<file path="config.mk">
export PLATFORM = sky130hd
export DESIGN_NAME = pdsir_top
export DESIGN_NICKNAME = d
export VERILOG_FILES = /design/src/inc/pdsir_pkg.sv /design/src/logic/pdsir_flag.sv /design/src/logic/pdsir_top.sv
export VERILOG_INCLUDE_DIRS = /design/src /design/src/inc
export SDC_FILE = /design/constraint.sdc
export NUM_CORES = 1
export LEC_CHECK = 0
export CAP_MARGIN = 25
export CELL_PAD_IN_SITES_DETAIL_PLACEMENT = 1
export CELL_PAD_IN_SITES_GLOBAL_PLACEMENT = 1
export CORE_ASPECT_RATIO = 0.5
export CORE_MARGIN = 8
export CORE_UTILIZATION = 47
export CTS_BUF_LIST = sky130_fd_sc_hd__clkbuf_2
export DETAILED_ROUTE_END_ITERATION = 6
export DONT_BUFFER_PORTS = 1
export HOLD_SLACK_MARGIN = 0.02
export PLACE_DENSITY_LB_ADDON = 0.1
export RECOVER_POWER = 100
export SLEW_MARGIN = 20
export SYNTH_ARGS = -nofsm -noshare
export SYNTH_HDL_FRONTEND = slang
export SYNTH_HIERARCHICAL = 1
export SYNTH_SLANG_ARGS = --single-unit
</file>
<file path="constraint.sdc">
create_clock -name clk_i -period 2.6 [get_ports clk_i]
set_input_delay 0.39 -clock clk_i [delete_from_list [all_inputs] [get_ports clk_i]]
set_output_delay 0.39 -clock clk_i [all_outputs]
set_load 0.1 [all_outputs]
</file>
<file path="src/inc/pdsir_regs.svh">
// Register offsets, field positions, reset values of the port diag/status/event bank
`ifndef PDSIR_REGS_SVH
`define PDSIR_REGS_SVH

// Register addresses (5-bit PHY register numbers)
`define PDSIR_OFS_DIAG 5'h12
`define PDSIR_OFS_LINK 5'h13
`define PDSIR_OFS_SYMERR 5'h15
`define PDSIR_OFS_EVT 5'h1b
`define PDSIR_OFS_PHYCTL 5'h1f

// Cable diagnostic control/result fields
`define PDSIR_DIAG_RUN_BIT 15
`define PDSIR_DIAG_RSVD_HI_MSB 14
`define PDSIR_DIAG_RSVD_HI_LSB 13
`define PDSIR_DIAG_PAIR_BIT 12
`define PDSIR_DIAG_RSVD_LO_MSB 11
`define PDSIR_DIAG_RSVD_LO_LSB 10
`define PDSIR_DIAG_RES_MSB 9
`define PDSIR_DIAG_RES_LSB 8

// Cable diagnostic result codes
`define PDSIR_RES_NORMAL 2'h0
`define PDSIR_RES_OPEN 2'h1
`define PDSIR_RES_SHORT 2'h2

// Link status, event enables/flags, jabber enable positions
`define PDSIR_LINK_BIT 0
`define PDSIR_EVT_EN_MSB 15
`define PDSIR_EVT_EN_LSB 8
`define PDSIR_EVT_FLG_MSB 7
`define PDSIR_EVT_FLG_LSB 0
`define PDSIR_JAB_EN_BIT 9

// Reset values, counter saturation limit and zero read data
`define PDSIR_RST_PAIR 1'h0
`define PDSIR_RST_RES 2'h0
`define PDSIR_RST_SYMERR 16'h0000
`define PDSIR_RST_EVT_EN 8'h00
`define PDSIR_RST_EVT_FLG 8'h00
`define PDSIR_RST_JAB_EN 1'h1
`define PDSIR_CNT_MAX 16'hffff
`define PDSIR_RD_ZERO 16'h0000

`endif

</file>
<file path="src/inc/pdsir_pkg.sv">
// Types shared by the port diag/status/event register bank
`include "pdsir_regs.svh"

package pdsir_pkg;

    // Register access request from the management side
    typedef struct packed {
        logic rd;
        logic wr;
        logic [4:0] addr;
        logic [15:0] wdata;
    } pdsir_req_t;

    // Event pulses from the PHY core
    typedef struct packed {
        logic jabber;
        logic rx_error;
        logic page_rx;
        logic par_fault;
        logic lp_ack;
        logic remote_fault;
    } pdsir_evt_t;

    // All state of the top module except the event flags kept in pdsir_flag
    typedef struct packed {
        logic diag_run;
        logic diag_pair;
        logic [1:0] diag_rsvd_hi;
        logic [1:0] diag_rsvd_lo;
        logic [1:0] diag_result;
        logic [15:0] sym_err_cnt;
        logic [7:0] evt_en;
        logic jab_en;
        logic link_prev;
        logic [15:0] rdata;
        logic rvalid;
        logic irq;
    } pdsir_state_t;

endpackage

</file>
<file path="src/logic/pdsir_flag.sv">
// Sticky event flag vector, set wins over a simultaneous clear
`timescale 1ns/1ps
`default_nettype none

module pdsir_flag #(
    parameter int W = 8
) (
    input wire logic clk_i,            // System clock
    input wire logic rst_n_i,          // Synchronous reset, active low
    input wire logic ce_i,             // Clock enable, freezes state
    input wire logic [W-1:0] set_i,    // Per-bit set pulses
    input wire logic clr_i,            // Clear all, one-cycle pulse
    output logic [W-1:0] q_o           // Flag values from flops
);

    logic [W-1:0] next_q;

    // Set wins so an event during the clearing read is kept
    always_comb begin
        next_q = clr_i ? set_i : (q_o | set_i);
    end

    // Flag storage
    always_ff @(posedge clk_i) begin
        if (!rst_n_i) begin
            q_o <= '0;
        end else if (ce_i) begin
            q_o <= next_q;
        end
    end

endmodule

`default_nettype wire

</file>
<file path="src/logic/pdsir_top.sv">
// Per-port cable diagnostic, link status, symbol error count and event register bank
//
// Operation
// RULE_01: Writing one to the test enable bit starts a cable test that self-clears at the end, writing zero stops it.
// RULE_02: The test enable bit reads one while a test runs and zero once it ends with a valid result.
// RULE_03: The pair select bit picks the transmit pair at zero or the receive pair at one, reset zero.
// RULE_04: The read-only result field shows 00 normal, 01 open, 10 short, 11 reserved, reset 00.
// RULE_05: The lowest bit of the link status register reads one while the 100 Mb/s link is up.
// RULE_06: A sixteen-bit counter counts received frames with symbol errors, clears on read, resets to zero.
// RULE_07: Bits 15 to 8 of the event register are read/write enables in the fixed source order, reset zero.
// RULE_08: Bits 7 to 3 are flags for jabber, receive error, page received, parallel detect fault, partner ack.
// RULE_09: Bit 2 is set when the port link goes down.
// RULE_10: Bit 1 is set when a remote fault occurs.
// RULE_11: Bit 0 is set when the port link comes up.
// RULE_12: All event flags reset to zero and are cleared when the host reads the event register.
// RULE_13: Jabber events are counted only while the jabber enable bit is one, which resets to one.
// RULE_14: The interrupt request is high while any flag is set together with its enable bit.
`timescale 1ns/1ps
`default_nettype none

module pdsir_top
    import pdsir_pkg::*;
(
    input wire logic clk_i,               // System clock, 25 MHz
    input wire logic rst_n_i,             // Synchronous reset, active low
    input wire logic ce_i,                // Clock enable, freezes state when low
    input wire pdsir_req_t reg_req_i,     // Register read/write request
    output logic [15:0] reg_rdata_o,      // Read data, held until next read
    output logic reg_rvalid_o,            // Read data valid pulse
    input wire logic link_up_i,           // 100 Mb/s link level
    input wire logic sym_err_frame_i,     // Frame with symbol errors, pulse
    input wire pdsir_evt_t evt_i,         // PHY core event pulses
    input wire logic diag_done_i,         // Cable test finished, pulse
    input wire logic [1:0] diag_result_i, // Cable test outcome with done
    output logic diag_run_o,              // Cable test request/in progress
    output logic diag_pair_o,             // Pair under test, 1 = receive pair
    output logic jabber_en_o,             // Jabber counter enable
    output logic link_status_o,           // Registered link level
    output logic irq_o                    // Port interrupt request
);

    localparam pdsir_state_t ST_RST = '{
        diag_run: 1'b0,
        diag_pair: `PDSIR_RST_PAIR,
        diag_rsvd_hi: 2'h0,
        diag_rsvd_lo: 2'h0,
        diag_result: `PDSIR_RST_RES,
        sym_err_cnt: `PDSIR_RST_SYMERR,
        evt_en: `PDSIR_RST_EVT_EN,
        jab_en: `PDSIR_RST_JAB_EN,
        link_prev: 1'b0,
        rdata: `PDSIR_RD_ZERO,
        rvalid: 1'b0,
        irq: 1'b0
    };

    pdsir_state_t s;
    pdsir_state_t next_s;
    logic [7:0] flags;
    logic [7:0] flag_set;
    logic flag_clr;
    logic link_went_up;
    logic link_went_down;
    logic wr_diag;
    logic wr_evt;
    logic wr_ctl;
    logic rd_cnt;
    logic [15:0] rd_mux;

    // Register decode
    assign wr_diag = reg_req_i.wr && (reg_req_i.addr == `PDSIR_OFS_DIAG);
    assign wr_evt = reg_req_i.wr && (reg_req_i.addr == `PDSIR_OFS_EVT);
    assign wr_ctl = reg_req_i.wr && (reg_req_i.addr == `PDSIR_OFS_PHYCTL);
    assign rd_cnt = reg_req_i.rd && (reg_req_i.addr == `PDSIR_OFS_SYMERR);

    // Link edges against the previous sample; reset level is down
    assign link_went_up = link_up_i && !s.link_prev;
    assign link_went_down = !link_up_i && s.link_prev;

    // Event flag sources in register bit order
    always_comb begin
        flag_set = 8'h00;
        // RULE_13: jabber gated by enable
        flag_set[7] = evt_i.jabber && s.jab_en;
        // RULE_08: core event flags
        flag_set[6] = evt_i.rx_error;
        flag_set[5] = evt_i.page_rx;
        flag_set[4] = evt_i.par_fault;
        flag_set[3] = evt_i.lp_ack;
        // RULE_09: link down flag
        flag_set[2] = link_went_down;
        // RULE_10: remote fault flag
        flag_set[1] = evt_i.remote_fault;
        // RULE_11: link up flag
        flag_set[0] = link_went_up;
    end

    // RULE_12: read of event register clears
    assign flag_clr = reg_req_i.rd && (reg_req_i.addr == `PDSIR_OFS_EVT);

    pdsir_flag #(
        .W(8)
    ) u_flags (
        .clk_i(clk_i),
        .rst_n_i(rst_n_i),
        .ce_i(ce_i),
        .set_i(flag_set),
        .clr_i(flag_clr),
        .q_o(flags)
    );

    // Read data selection; unmapped addresses read as zero
    always_comb begin
        rd_mux = `PDSIR_RD_ZERO;
        case (reg_req_i.addr)
            `PDSIR_OFS_DIAG: begin
                // RULE_02: enable bit reads busy state
                rd_mux[`PDSIR_DIAG_RUN_BIT] = s.diag_run;
                rd_mux[`PDSIR_DIAG_RSVD_HI_MSB:`PDSIR_DIAG_RSVD_HI_LSB] = s.diag_rsvd_hi;
                rd_mux[`PDSIR_DIAG_PAIR_BIT] = s.diag_pair;
                rd_mux[`PDSIR_DIAG_RSVD_LO_MSB:`PDSIR_DIAG_RSVD_LO_LSB] = s.diag_rsvd_lo;
                // RULE_04: result field readback
                rd_mux[`PDSIR_DIAG_RES_MSB:`PDSIR_DIAG_RES_LSB] = s.diag_result;
            end
            `PDSIR_OFS_LINK: begin
                // RULE_05: live link level
                rd_mux[`PDSIR_LINK_BIT] = link_up_i;
            end
            `PDSIR_OFS_SYMERR: begin
                rd_mux = s.sym_err_cnt;
            end
            `PDSIR_OFS_EVT: begin
                rd_mux[`PDSIR_EVT_EN_MSB:`PDSIR_EVT_EN_LSB] = s.evt_en;
                rd_mux[`PDSIR_EVT_FLG_MSB:`PDSIR_EVT_FLG_LSB] = flags;
            end
            `PDSIR_OFS_PHYCTL: begin
                rd_mux[`PDSIR_JAB_EN_BIT] = s.jab_en;
            end
            default: begin
                rd_mux = `PDSIR_RD_ZERO;
            end
        endcase
    end

    // Next state of the bank except the event flags
    always_comb begin
        next_s = s;
        next_s.rvalid = 1'b0;
        next_s.link_prev = link_up_i;

        // Read capture; data stays until the next read
        if (reg_req_i.rd) begin
            next_s.rdata = rd_mux;
            next_s.rvalid = 1'b1;
        end

        // RULE_01: test ends by itself on done
        if (s.diag_run && diag_done_i) begin
            next_s.diag_run = 1'b0;
            // RULE_04: latch outcome at completion
            next_s.diag_result = diag_result_i;
        end

        // A host write after done in the same cycle still wins
        if (wr_diag) begin
            // RULE_03: pair select stored
            next_s.diag_pair = reg_req_i.wdata[`PDSIR_DIAG_PAIR_BIT];
            next_s.diag_rsvd_hi = reg_req_i.wdata[`PDSIR_DIAG_RSVD_HI_MSB:`PDSIR_DIAG_RSVD_HI_LSB];
            next_s.diag_rsvd_lo = reg_req_i.wdata[`PDSIR_DIAG_RSVD_LO_MSB:`PDSIR_DIAG_RSVD_LO_LSB];
            // RULE_01: one starts, zero aborts
            if (reg_req_i.wdata[`PDSIR_DIAG_RUN_BIT]) begin
                next_s.diag_run = 1'b1;
                next_s.diag_result = `PDSIR_RES_NORMAL;
            end else begin
                next_s.diag_run = 1'b0;
            end
        end

        // RULE_06: count, clear on read, count wins
        if (rd_cnt) begin
            next_s.sym_err_cnt = `PDSIR_RST_SYMERR;
        end
        if (sym_err_frame_i) begin
            // Saturates so a busy port never wraps to a small value
            if (next_s.sym_err_cnt != `PDSIR_CNT_MAX) begin
                next_s.sym_err_cnt = next_s.sym_err_cnt + 16'h0001;
            end
        end

        // RULE_07: enable bits writable
        if (wr_evt) begin
            next_s.evt_en = reg_req_i.wdata[`PDSIR_EVT_EN_MSB:`PDSIR_EVT_EN_LSB];
        end

        // RULE_13: jabber enable writable
        if (wr_ctl) begin
            next_s.jab_en = reg_req_i.wdata[`PDSIR_JAB_EN_BIT];
        end

        // RULE_14: masked flags drive request
        next_s.irq = |(flags & s.evt_en);
    end

    // Single state register; reset beats the clock enable
    always_ff @(posedge clk_i) begin
        if (!rst_n_i) begin
            s <= ST_RST;
        end else if (ce_i) begin
            s <= next_s;
        end
    end

    // Outputs straight from flops
    assign reg_rdata_o = s.rdata;
    assign reg_rvalid_o = s.rvalid;
    assign diag_run_o = s.diag_run;
    assign diag_pair_o = s.diag_pair;
    assign jabber_en_o = s.jab_en;
    // Edge detector sample doubles as the delayed link level
    assign link_status_o = s.link_prev;
    assign irq_o = s.irq;

endmodule

`default_nettype wire

</file>
# After elaboration in Yosys (flattened, before gate mapping)
# Cells that the tools add are included.
word_totals:
  reg_bits: 60
  latchBits: 0
  mem_bits_rw: 0
  romBits: 0
  in_bits: 37
  out_inout_bits: 22
  wordCells: 55
  n_memories: 0
op_classes:
  n_addsub: 1
  multipliers: 0
  div: 0
  order_cmp: 0
  eq_ne: 6
  shifts: 0
  n_mux: 15
  n_bitwise: 2
  reduce_logical: 18
op_table:
  columns: ["op", "n"]
  rows:
  - ["2-to-1 mux 16 bit", 3]
  - ["equality test 5 bit (second input constant)", 5]
  - ["case mux 6 bit (3 select lines)", 1]
  - ["adder 16 x 1 -> 16 bit (second input constant)", 1]
  - ["2-to-1 mux 8 bit", 2]
  - ["!= test 16 bit (second input constant)", 1]
  - ["case mux 7 bit (2 select lines)", 1]
  - ["AND reduction 2 bit", 5]
  - ["logical AND 1 bit", 9]
  - ["bitwise AND 8 bit", 1]
  - ["bitwise OR 8 bit", 1]
  - ["OR reduction 8 bit", 1]
  - ["case mux 1 bit (3 select lines)", 2]
  - ["2-to-1 mux 2 bit", 2]
  - ["case mux 1 bit (4 select lines)", 1]
  - ["2-to-1 mux 1 bit", 3]
  - ["zero test 1 bit", 2]
  - ["nonzero test 2 bit", 1]

# Logic depth before layout (Yosys ltp)
# Gate-level depths: netlist of run 1.
depth:
  ltp_word: 6
  ltp_mapped: 10
  mapped_depth_nobuf: 8

# Modules after synthesis
# The synthesis of run 1 kept the hierarchy.
by_module_without_submodules:
  columns: ["module", "n_inst", "cells_per_inst", "area_per_inst_um2", "seq_area_each_um2"]
  rows:
  - ["pdsir_top", 1, 317, 2775.2, 1041.0]
  - ["pdsir_flag", 1, 37, 344.1, 160.2]

# Least setup slack after synthesis of run 1
# OpenSTA, ideal clock, no wires.
synth_timing:
  kind: "input-to-reg"
  from: "input reg_req_i[19] in the netlist's numbering"
  to: "register s[30] in the netlist's numbering"
  setup_ps: 72
  arrival_time_ps: 2267
  t_required_ps: 2528
  slack_ps: 261
  cell_stages: 10
  path_buffers: 2
  cell_sequence: "buf_2 > nand3b_1 > nor2_1 > nor2b_1 > ha_1 > nand4_1 > or4_1 > buf_2 > o2111ai_2 > mux2i_1"
synth_between:
  elab_chain_cells: 6
  elab_cells_between_ends: 7
  classes_between: "add/sub: 1; eq/ne: 2; mux: 3; reduce/logical: 1"
synth_rtl:
  columns: ["element", "line_no", "text"]
  rows:
  - ["from (decl)", "pdsir_top.sv:27", "input wire pdsir_req_t reg_req_i,"]
  - ["equality test 5 bit (*)", null, null]
  - ["logical AND 1 bit (*)", "pdsir_top.sv:74", "assign rd_cnt = reg_req_i.rd && (reg_req_i.addr == `PDSIR_OFS_SYMERR);"]
  - ["2-to-1 mux 16 bit (*)", "pdsir_top.sv:180", "if (rd_cnt) begin"]
  - ["adder 16 x 1 -> 16 bit or != test 16 bit (tied branches)", null, null]
  - ["2-to-1 mux 16 bit", "pdsir_top.sv:185", "if (next_s.sym_err_cnt != `PDSIR_CNT_MAX) begin"]
  - ["2-to-1 mux 16 bit (*)", "pdsir_top.sv:183", "if (sym_err_frame_i) begin"]
  - ["to (signal assigned)", "pdsir_top.sv:209", "s <= next_s;"]
  - ["to (decl)", "pdsir_top.sv:57", "pdsir_state_t s;"]
# Mark *: on every way between the ends. The rest lies on a longest branch, timed or not.
# A chain may end at the register's enable or synchronous reset.

==> qor.yml, run 1 <==
global_routing:
  grt_pass1_wl_um: 16100
  antenna_found_initial: 0
  grt.total_usage: 0.214
  grt_max_degree: 34
  grt_overflow: 0
  grt_pass1_vias: 2979
yosys:
  yosys.area.top_type: "dfxtp_1"
  yosysSeqAreaShare: 0.385
  synth_edf_count: 0
  yosys-top-cells-count: "dfxtp_1 (60), nand3_1 (32), nor2_1 (31), mux2i_1 (27), nand2_1 (18)"
  synth_nets: 392
  yosys.cell_types.count: 53
  yosysTopAreaCellShare: 0.385
  synth.avg_cell_area_um2: 8.81
  ys_seq_elements: 60
  synthesis.instances: 354
  syn-cell-area_um2: 3120
  ys_async_sr_fraction: 0
  yosysWarnings: 6
  synth_most_common_cell: "dfxtp_1"
  synth_ff_type: "dfxtp_1"
  synthTopCellsByArea: "dfxtp_1 (39%), mux2i_1 (8.7%), nand3_1 (5.1%), buf_4 (3.9%), nor2_1 (3.7%)"
finish:
  fin_util: 0.515
  nFillCells: 777
  final_cell_area_um2: 3370
  diodes: 0
  area_delta_synth_final_pct: 7.94
  drive_gt1_frac: 0.0647
  final_cells: 463
  layout.nets: 406
drt:
  drt_pass1_iterations: 5
  wirelength_um: 9970
  remaining_drc_errors: 0
  vias: 2863
  routedWlPerCell_um: 21.5
  routed_via_density: 6.18
  ant_nets: 0
  drtIter0Drc: 234
worst_setup_path:
  reg2reg_depth: 4
  r2r_end: "jabber_en_o"
  cp-startpoint: "jabber_en_o"
  arrival_ps: 2790
  rrSetupSlack_ps: 310
  required_ps: 3100
  crit_fanout: 4
  crit_type: "flip-flop to flip-flop"
  cp-end-kind: "flip-flop"
  startpoint_type: "flip-flop"
  crit_path_end: "jabber_en_o"
  r2r-start: "jabber_en_o"
run_status:
  outcome: "completed"
floorplan:
  core-area_um2: 6540
  die-height_um: 73.6
  num_rows: 21
  num_io_pins: 59
  die_w_um: 131
  dieArea_um2: 9660
  start_util: 0.477
power_and_ir_drop:
  power_density_nw_per_um2: 517
  p_leak_nw: 1.30
  ir_drop_mv: 0.287
timing:
  setup_viol: 0
  tns_ps: 0
  fmax_ghz: 0.437
  final_hold_viol_count: 0
  worst_clock_skew_ps: 27.5
  grt_setup_unrepaired: "false"
  max_slew_margin: 0.126
  setup_ws_ps: 310
  fin_crit_ps: 2290
  worst_pin_slew_ps: 1310
  slew_viol_final: 0
  fin_crit_sh: 0.881
clock_tree:
  clk_transition_reported_paths_ps: 190
  clk_path_buf_depth: 2
  cts_sinks: 60
  cts_made_buffers: 9
  clock-root-buffer: "clkbuf_2"
  hold_buffers: 21
  cts_setup_buffers: 0
  clk-insertion-delay-late_ps: 540
  h-tree-depth: 3
  cts_resized: 0
  cts_tree: "built"
placement:
  place_ws_ps: 120
  place_area_um2: 3160
  port_buffers: 0
  dp_hpwl_um: 6890
  dp_cells: 428
  place.gp.congestion: 0.835
worst_hold_path:
  hold_depth: 2
  hold_path.class: "input pin to flip-flop"
run:
  cap_violations: 0
[power by group]
| part | total (W) | switching [W] | internal (W) |
|---|---|---|---|
| Combinational | 0.000206 | 0.000142 | 0.0000643 |
| Sequential | 0.000976 | 0.0000330 | 0.000943 |
| Clock | 0.000560 | 0.000342 | 0.000217 |
| Total | 0.00174 | 0.000517 | 0.00122 |
[critical path: stages, from the launching register on]
cell	delay (ps)
dfxtp_1	360
clkbuf_1	930
o21ai_0	210
o311ai_0	170
dlygate4sd3_1	590
[sequential cells by signal, summed over array words and instances, names as in the netlist]
register	flops
s	30
reg_rdata_o	16
u_flags/q_o	8
diag_pair_o	1
diag_run_o	1
irq_o	1
jabber_en_o	1
link_status_o	1
reg_rvalid_o	1
[metrics by stage]
step	hold WS (ps)	total power (W)
2_1_floorplan	444	0.00116
3_3_place_gp	472	0.00116
3_5_place_dp	472	0.00117
4_1_cts	29.0	0.00176
5_1_grt	20.8	0.00182
6_report	57.5	0.00174
[final cells by class]
| class | instances | area [µm²] | area share |
|---|---|---|---|
| clock buffer | 11 | 55.1 | 0.0164 |
| clock inverter | 3 | 40.0 | 0.0119 |
| timing repair buffer | 42 | 312 | 0.0925 |
| sequential | 60 | 1200 | 0.357 |
| multi-input combinational | 249 | 1620 | 0.482 |
| tap | 92 | 115 | 0.0342 |
| inverter | 6 | 22.5 | 0.00669 |
[metal layers]
layer / part of all wire / vias up / GRT usage
met3: 0.060 / 7 / 0.0668
met5: 0 / - / 0
li1: - / 1329 / -
met4: 0.011 / 0 / 0.0638
met1: 0.45 / 1469 / 0.270
met2: 0.47 / 58 / 0.348
[placed cells by master (no fill, tap or decap), types with 7 or more instances in the layout]
cell type,instances
a21o_1,7
and3_1,11
clkbuf_1,17
dfxtp_1,60
nor3_1,12
a21oi_1,9
dlygate4sd3_1,20
a22o_1,8
nor2b_1,7
a221o_1,7
o21ai_0,10
nand2_1,18
nand3_1,32
clkbuf_2,12
nor2_1,31
a221oi_1,8
mux2i_1,27
nand4_1,8
[how the worst min path moves through the flow]
stage	start	endpoint
2_1_floorplan	reg_rdata_o[15]	reg_rdata_o[15]
3_3_place_gp	reg_rdata_o[14]	reg_rdata_o[14]
3_5_place_dp	reg_rdata_o[14]	reg_rdata_o[14]
4_1_cts	reg_req_i[15]	diag_run_o
5_1_grt	rst_n_i	s[39]
6_report	rst_n_i	s[39]
[cells by family (layout without fill, tap and decap cells)]
logic type,Yosys count,after routing,share of synthesized area
mux,27,27,0.0866
compound gates,73,73,0.187
flops,60,60,0.385
buf+inv,45,62,0.0822
xor+xnor,1,1,0.00281
simple gates,147,147,0.252
fa+ha+maj,1,1,0.00401
Power figures use the tool's default switching activity.
==> run 2: changes to the inputs <==
CORE_UTILIZATION = 46   (was 47)
CTS_CLUSTER_SIZE = 14   (was default)
==> run 2 against run 1 <==
Effect of this change: clock skew shrank 16 ps; sequential power is essentially flat; cell count grew 0.65%; first-iteration DRC count shrank 41%; highest routed layer unchanged; combinational power is essentially flat; global-route usage shrank 0.59 points; critical path depth shrank 3; maximum frequency grew 3.7%; critical endpoint is now diag_run_o; design area grew 0.41%; wire length shrank 0.67%; critical path type is now flip-flop to output pin; sequential cell count is the same.
==> qor.yml, run 2 (synthesis results as in run 1) <==
worst_setup_path:
  path_cells: "clkbuf_1"
  arrival_ps: 1820
  required_ps: 2210
  crit_fanout: 4
  cpMaxStageDelayCell: "clkbuf_1"
  cp-end-kind: "output pin"
  crit_type: "flip-flop to output pin"
  startpoint_type: "flip-flop"
  crit_buf_inv: 1
  cp_slowest_stage_delay_ps: 880
  critical-path-top-delay-family: "buffers and inverters"
timing:
  slew_viol_final: 0
  max_slew_margin: 0.0988
  worst_pin_slew_ps: 1330
  tns_ps: 0
  setup_ws_ps: 391
  grt_setup_unrepaired: "false"
  fmax_ghz: 0.453
  fin_crit_ps: 2210
  setup_viol: 0
  worst_clock_skew_ps: 12.0
  fin_crit_sh: 0.850
  holdWs_ps: 62.4
  final_hold_viol_count: 0
drt:
  drt_pass1_iterations: 4
  remaining_drc_errors: 0
  ant_nets: 0
  wirelength_um: 9910
  vias: 2810
  routedWlPerCell_um: 21.3
  routed_via_density: 6.03
  drtIter0Drc: 138
finish:
  multi_input_area_um2: 1630
  drive_gt1_frac: 0.0588
  final_cell_area_um2: 3380
  layout.nets: 407
  final_common_cell: "dfxtp_1"
  largest_reg_flops: 30
  diodes: 0
  regMostFlops: "s"
  nFillCells: 805
  regArea_um2: 1200
  layout_common_cells: "dfxtp_1 (60), nand3_1 (32), nor2_1 (31)"
  area_delta_synth_final_pct: 8.38
placement:
  dp_hpwl_um: 6820
  place_area_um2: 3170
  port_buffers: 0
  place_ws_ps: 185
  place.gp.congestion: 0.869
power_and_ir_drop:
  p_leak_nw: 1.30
  ir_drop_mv: 0.354
  power_density_nw_per_um2: 514
clock_tree:
  clk_transition_reported_paths_ps: 170
  cts_made_buffers: 9
  clock-root-buffer: "clkbuf_2"
  clk_path_buf_depth: 2
  h-tree-depth: 3
  clk-insertion-delay-late_ps: 510
  cts_setup_buffers: 0
  cts_sinks: 60
  cts_tree: "built"
floorplan:
  die_w_um: 132
  start_util: 0.471
  die-height_um: 74.2
  num_io_pins: 59
  num_rows: 21
  dieArea_um2: 9830
  core-area_um2: 6620
global_routing:
  grt.total_usage: 0.209
  grt_pass1_wl_um: 16100
  grt_overflow: 0
  grt_max_degree: 35
  grt_pass1_vias: 2934
  antenna_found_initial: 0
worst_hold_path:
  hold_path.class: "input pin to flip-flop"
run:
  cap_violations: 0
run_status:
  outcome: "completed"
## run 2: path summary, 6_finish.rpt
kind / startpoint / end / slack [ps] / cells after the start
min reg2reg: reg_rdata_o[14] / reg_rdata_o[14] / 500 / 1
max reg2reg: s[29] / s[30] / 490 / 6
max: diag_run_o / diag_run_o / 390 / 1
min: link_up_i / u_flags/q_o[2] / 60 / 3
## run 2: where the power goes
part,internal [W],switching (W),leakage [nW],total (W)
Sequential,0.000943,0.0000336,0.487,0.000976
Clock,0.000208,0.000348,0.0618,0.000555
Combinational,0.0000650,0.000141,0.746,0.000206
## run 2: metrics by stage
stage / total power [W] / util / instances
6_report: 0.00174 / 0.511 / 466
2_1_floorplan: 0.00116 / - / 354
4_1_cts: 0.00176 / 0.525 / 465
3_5_place_dp: 0.00117 / 0.478 / 429
5_1_grt: 0.00182 / 0.511 / 466
3_3_place_gp: 0.00116 / 0.478 / 429
## run 2: per-layer routing
layer	global-route usage	wire length, µm	vias to the layer above
met5	0	0	-
met4	0.0561	88	0
met1	0.255	4390	1381
met2	0.356	4850	80
met3	0.0620	579	10
li1	-	-	1339
## run 2: timing repair
action                                 CTS  global route
gates resized for setup                  0             0
hold buffers                            20             1
endpoints found under the hold margin   40             1
## run 2: cell type report
| class | instances | share of cell area |
|---|---|---|
| Multi-Input combinational cell | 249 | 0.481 |
| Timing Repair Buffer | 43 | 0.0929 |
| Clock inverter | 7 | 0.0170 |
| Inverter | 6 | 0.00666 |
| Clock buffer | 9 | 0.0133 |
| Tap cell | 92 | 0.0340 |
| Sequential cell | 60 | 0.355 |
==> run 3: changes to the inputs <==
ABC_AREA = 1   (was default)
CORE_UTILIZATION = 42   (was 46)
clock period = 1.9 ns   (was 2.6 ns; I/O delays follow)
==> run 3 against run 2 <==
Effect of this change: die area increased by 7.3%; clock power increased by 96%; setup slack worse by 380 ps; hold slack improved by 16 ps; design area increased by 15%; wire length increased by 10%; register-to-register slack got worse by 480 ps; critical path depth is 6 higher; sequential cell count did not move; via count increased by 15%; highest routed layer unchanged.
==> qor.yml, run 3 <==
run_status:
  outcome: "completed"
floorplan:
  start_util: 0.428
  die_w_um: 137
  num_rows: 22
  core-area_um2: 7240
  num_io_pins: 59
  die-height_um: 76.7
  dieArea_um2: 10500
timing:
  setup_ws_ps: 8.18
  setup_viol: 0
  fmax_ghz: 0.529
  worst_clock_skew_ps: 28.4
  final_hold_viol_count: 0
  fin_crit_ps: 1890
  worst_pin_slew_ps: 655
  fin_crit_sh: 0.996
  max_slew_margin: 0.564
  slew_viol_final: 0
finish:
  layout_common_cells: "nand2_1 (97), inv_1 (67), dfxtp_1 (58)"
  layout.nets: 548
  drive_gt1_frac: 0.134
  diodes: 0
  area_delta_synth_final_pct: 25.8
  regMostFlops: "s"
  largest_reg_flops: 30
  nFillCells: 931
  regArea_um2: 1210
  final_common_cell: "nand2_1"
  multi_input_area_um2: 1470
yosys:
  yosysSeqAreaShare: 0.388
  yosysTopAreaCellShare: 0.388
  ys_async_sr_fraction: 0
  synth_ff_type: "dfxtp_1"
  yosysWarnings: 6
  ys_seq_elements: 60
  synth.avg_cell_area_um2: 6.88
  yosys.area.top_type: "dfxtp_1"
  synth_edf_count: 0
  synth_most_common_cell: "nand2_1"
  synthTopCellsByArea: "dfxtp_1 (39%), nand2_1 (12%), inv_1 (8.1%), a21oi_1 (6.5%), o21ai_0 (5.2%)"
  syn-cell-area_um2: 3100
  synthesis.instances: 450
  yosys-top-cells-count: "nand2_1 (99), inv_1 (67), dfxtp_1 (60), nor2_1 (42), a21oi_1 (40)"
  synth_nets: 488
  yosys.cell_types.count: 32
worst_setup_path:
  r2r-start: "u_flags/q_o[3]"
  path_cells: "nand2_1 > nand2_1 > a221oi_1 > o2111ai_1 > o211ai_1 > dlygate4sd3_1 > inv_1"
  cp_slowest_stage_delay_ps: 600
  crit_type: "flip-flop to flip-flop"
  cp-startpoint: "u_flags/q_o[3]"
  cpMaxStageDelayCell: "dlygate4sd3_1"
  path_common_cell: "nand2_1"
  arrival_ps: 2340
  rrSetupSlack_ps: 8
  crit_fanout: 3
  required_ps: 2350
  cp-end-kind: "flip-flop"
  startpoint_type: "flip-flop"
clock_tree:
  clock-root-buffer: "clkbuf_2"
  clk_transition_reported_paths_ps: 200
  cts_made_buffers: 9
  cts_setup_buffers: 0
  h-tree-depth: 3
  cts_tree: "built"
  cts_sinks: 60
  clk_path_buf_depth: 2
  clk-insertion-delay-late_ps: 540
power_and_ir_drop:
  ir_drop_mv: 0.289
  p_comb_frac: 0.122
  p_total_w: 0.00273
  power_density_nw_per_um2: 701
  intPower_w: 0.00197
  clkPwrFrac: 0.398
  swShare: 0.280
  p_leak_nw: 1.66
  power_frac_seq: 0.481
  power_switching_w: 0.000766
worst_hold_path:
  min_from: "link_up_i"
  hold_path.class: "input pin to flip-flop"
global_routing:
  antenna_found_initial: 0
  grt.total_usage: 0.214
  grt_pass1_wl_um: 17700
  grt_max_degree: 35
  grt_overflow: 0
  grt_pass1_vias: 3487
placement:
  port_buffers: 0
  place_ws_ps: -25.6
  dp_hpwl_um: 7280
  place.gp.congestion: 0.853
drt:
  routed_via_density: 5.27
  drtIter0Drc: 231
  remaining_drc_errors: 0
  ant_nets: 0
  vias: 3222
  drt_pass1_iterations: 4
  routedWlPerCell_um: 17.9
  wirelength_um: 10900
run:
  cap_violations: 0
-- run 3: cell types whose count changed after synthesis, sizes merged, moves of 19 or more --
cell   previous run  this run
a21oi             9        40
mux2i            27         0
nand2            18       103
nor2             31        50
o21ai            13        36
inv               5        70
-- run 3: logic make-up after synthesis --
group,after synthesis,synth area share
compound gates,99,0.179
fa+ha+maj,1,0.00404
buf+inv,101,0.149
flops,60,0.388
simple gates,189,0.280
-- run 3: worst paths after layout --
| kind | end | cells after the start |
|---|---|---|
| worst max-delay path | irq_o | 7 |
| worst min-delay path | reg_rdata_o[0] | 4 |
| worst max register to register | irq_o | 7 |
| worst min register to register | reg_rdata_o[9] | 2 |
-- run 3: through the flow --
stage,hold slack (ps),utilization,cell area (µm²),std cells,TNS [ps]
after floorplan,420,-,3140,450,-6.57
after global placement,379,0.453,3280,545,0
after detailed placement,401,0.453,3280,545,-43.5
after CTS,-206,0.543,3930,610,0
after global routing,68.1,0.538,3900,611,-3.35
final,78.0,0.538,3900,611,0
-- run 3: layer usage --
layer	GRT usage	up-vias	wire length [µm]
li1	-	1564	-
met1	0.259	1556	4650
met2	0.349	86	5200
met3	0.0806	16	908
met4	0.0538	0	173
met5	0	-	0
-- run 3: repair_timing --
item / 4_1_cts / 5_1_grt
hold buffers: 49 / 1
resized for setup: 0 / 8
hold endpoints to repair: 47 / 14
endpoints found under the setup margin: 0 / 12
-- run 3: layout make-up --
cell class	count	area share
clock buffers	9	0.0116
clock inverters	7	0.0295
inverters	70	0.0693
multi-input cells	289	0.378
flip-flops and latches	60	0.309
well taps	96	0.0308
repair buffers	80	0.171
-- run 3: critical path: cells and delay by family, from the launching register on --
family                 cells  cell delay (ps)
AO/OA/AOI/OAI              3              620
buffers and inverters      2              650
flip-flops                 1              390
AND/OR/NAND/NOR            2              130
-- run 3: power by group through the flow --
stage / logic [W] / clock network [W] / registers [W]
finish: 0.000332 / 0.00109 / 0.00131
global route: 0.000357 / 0.00117 / 0.00132
CTS: 0.000325 / 0.00112 / 0.00131
detailed placement: 0.000251 / 0 / 0.00134
global placement: 0.000245 / 0 / 0.00134
floorplan: 0.000198 / 0 / 0.00136
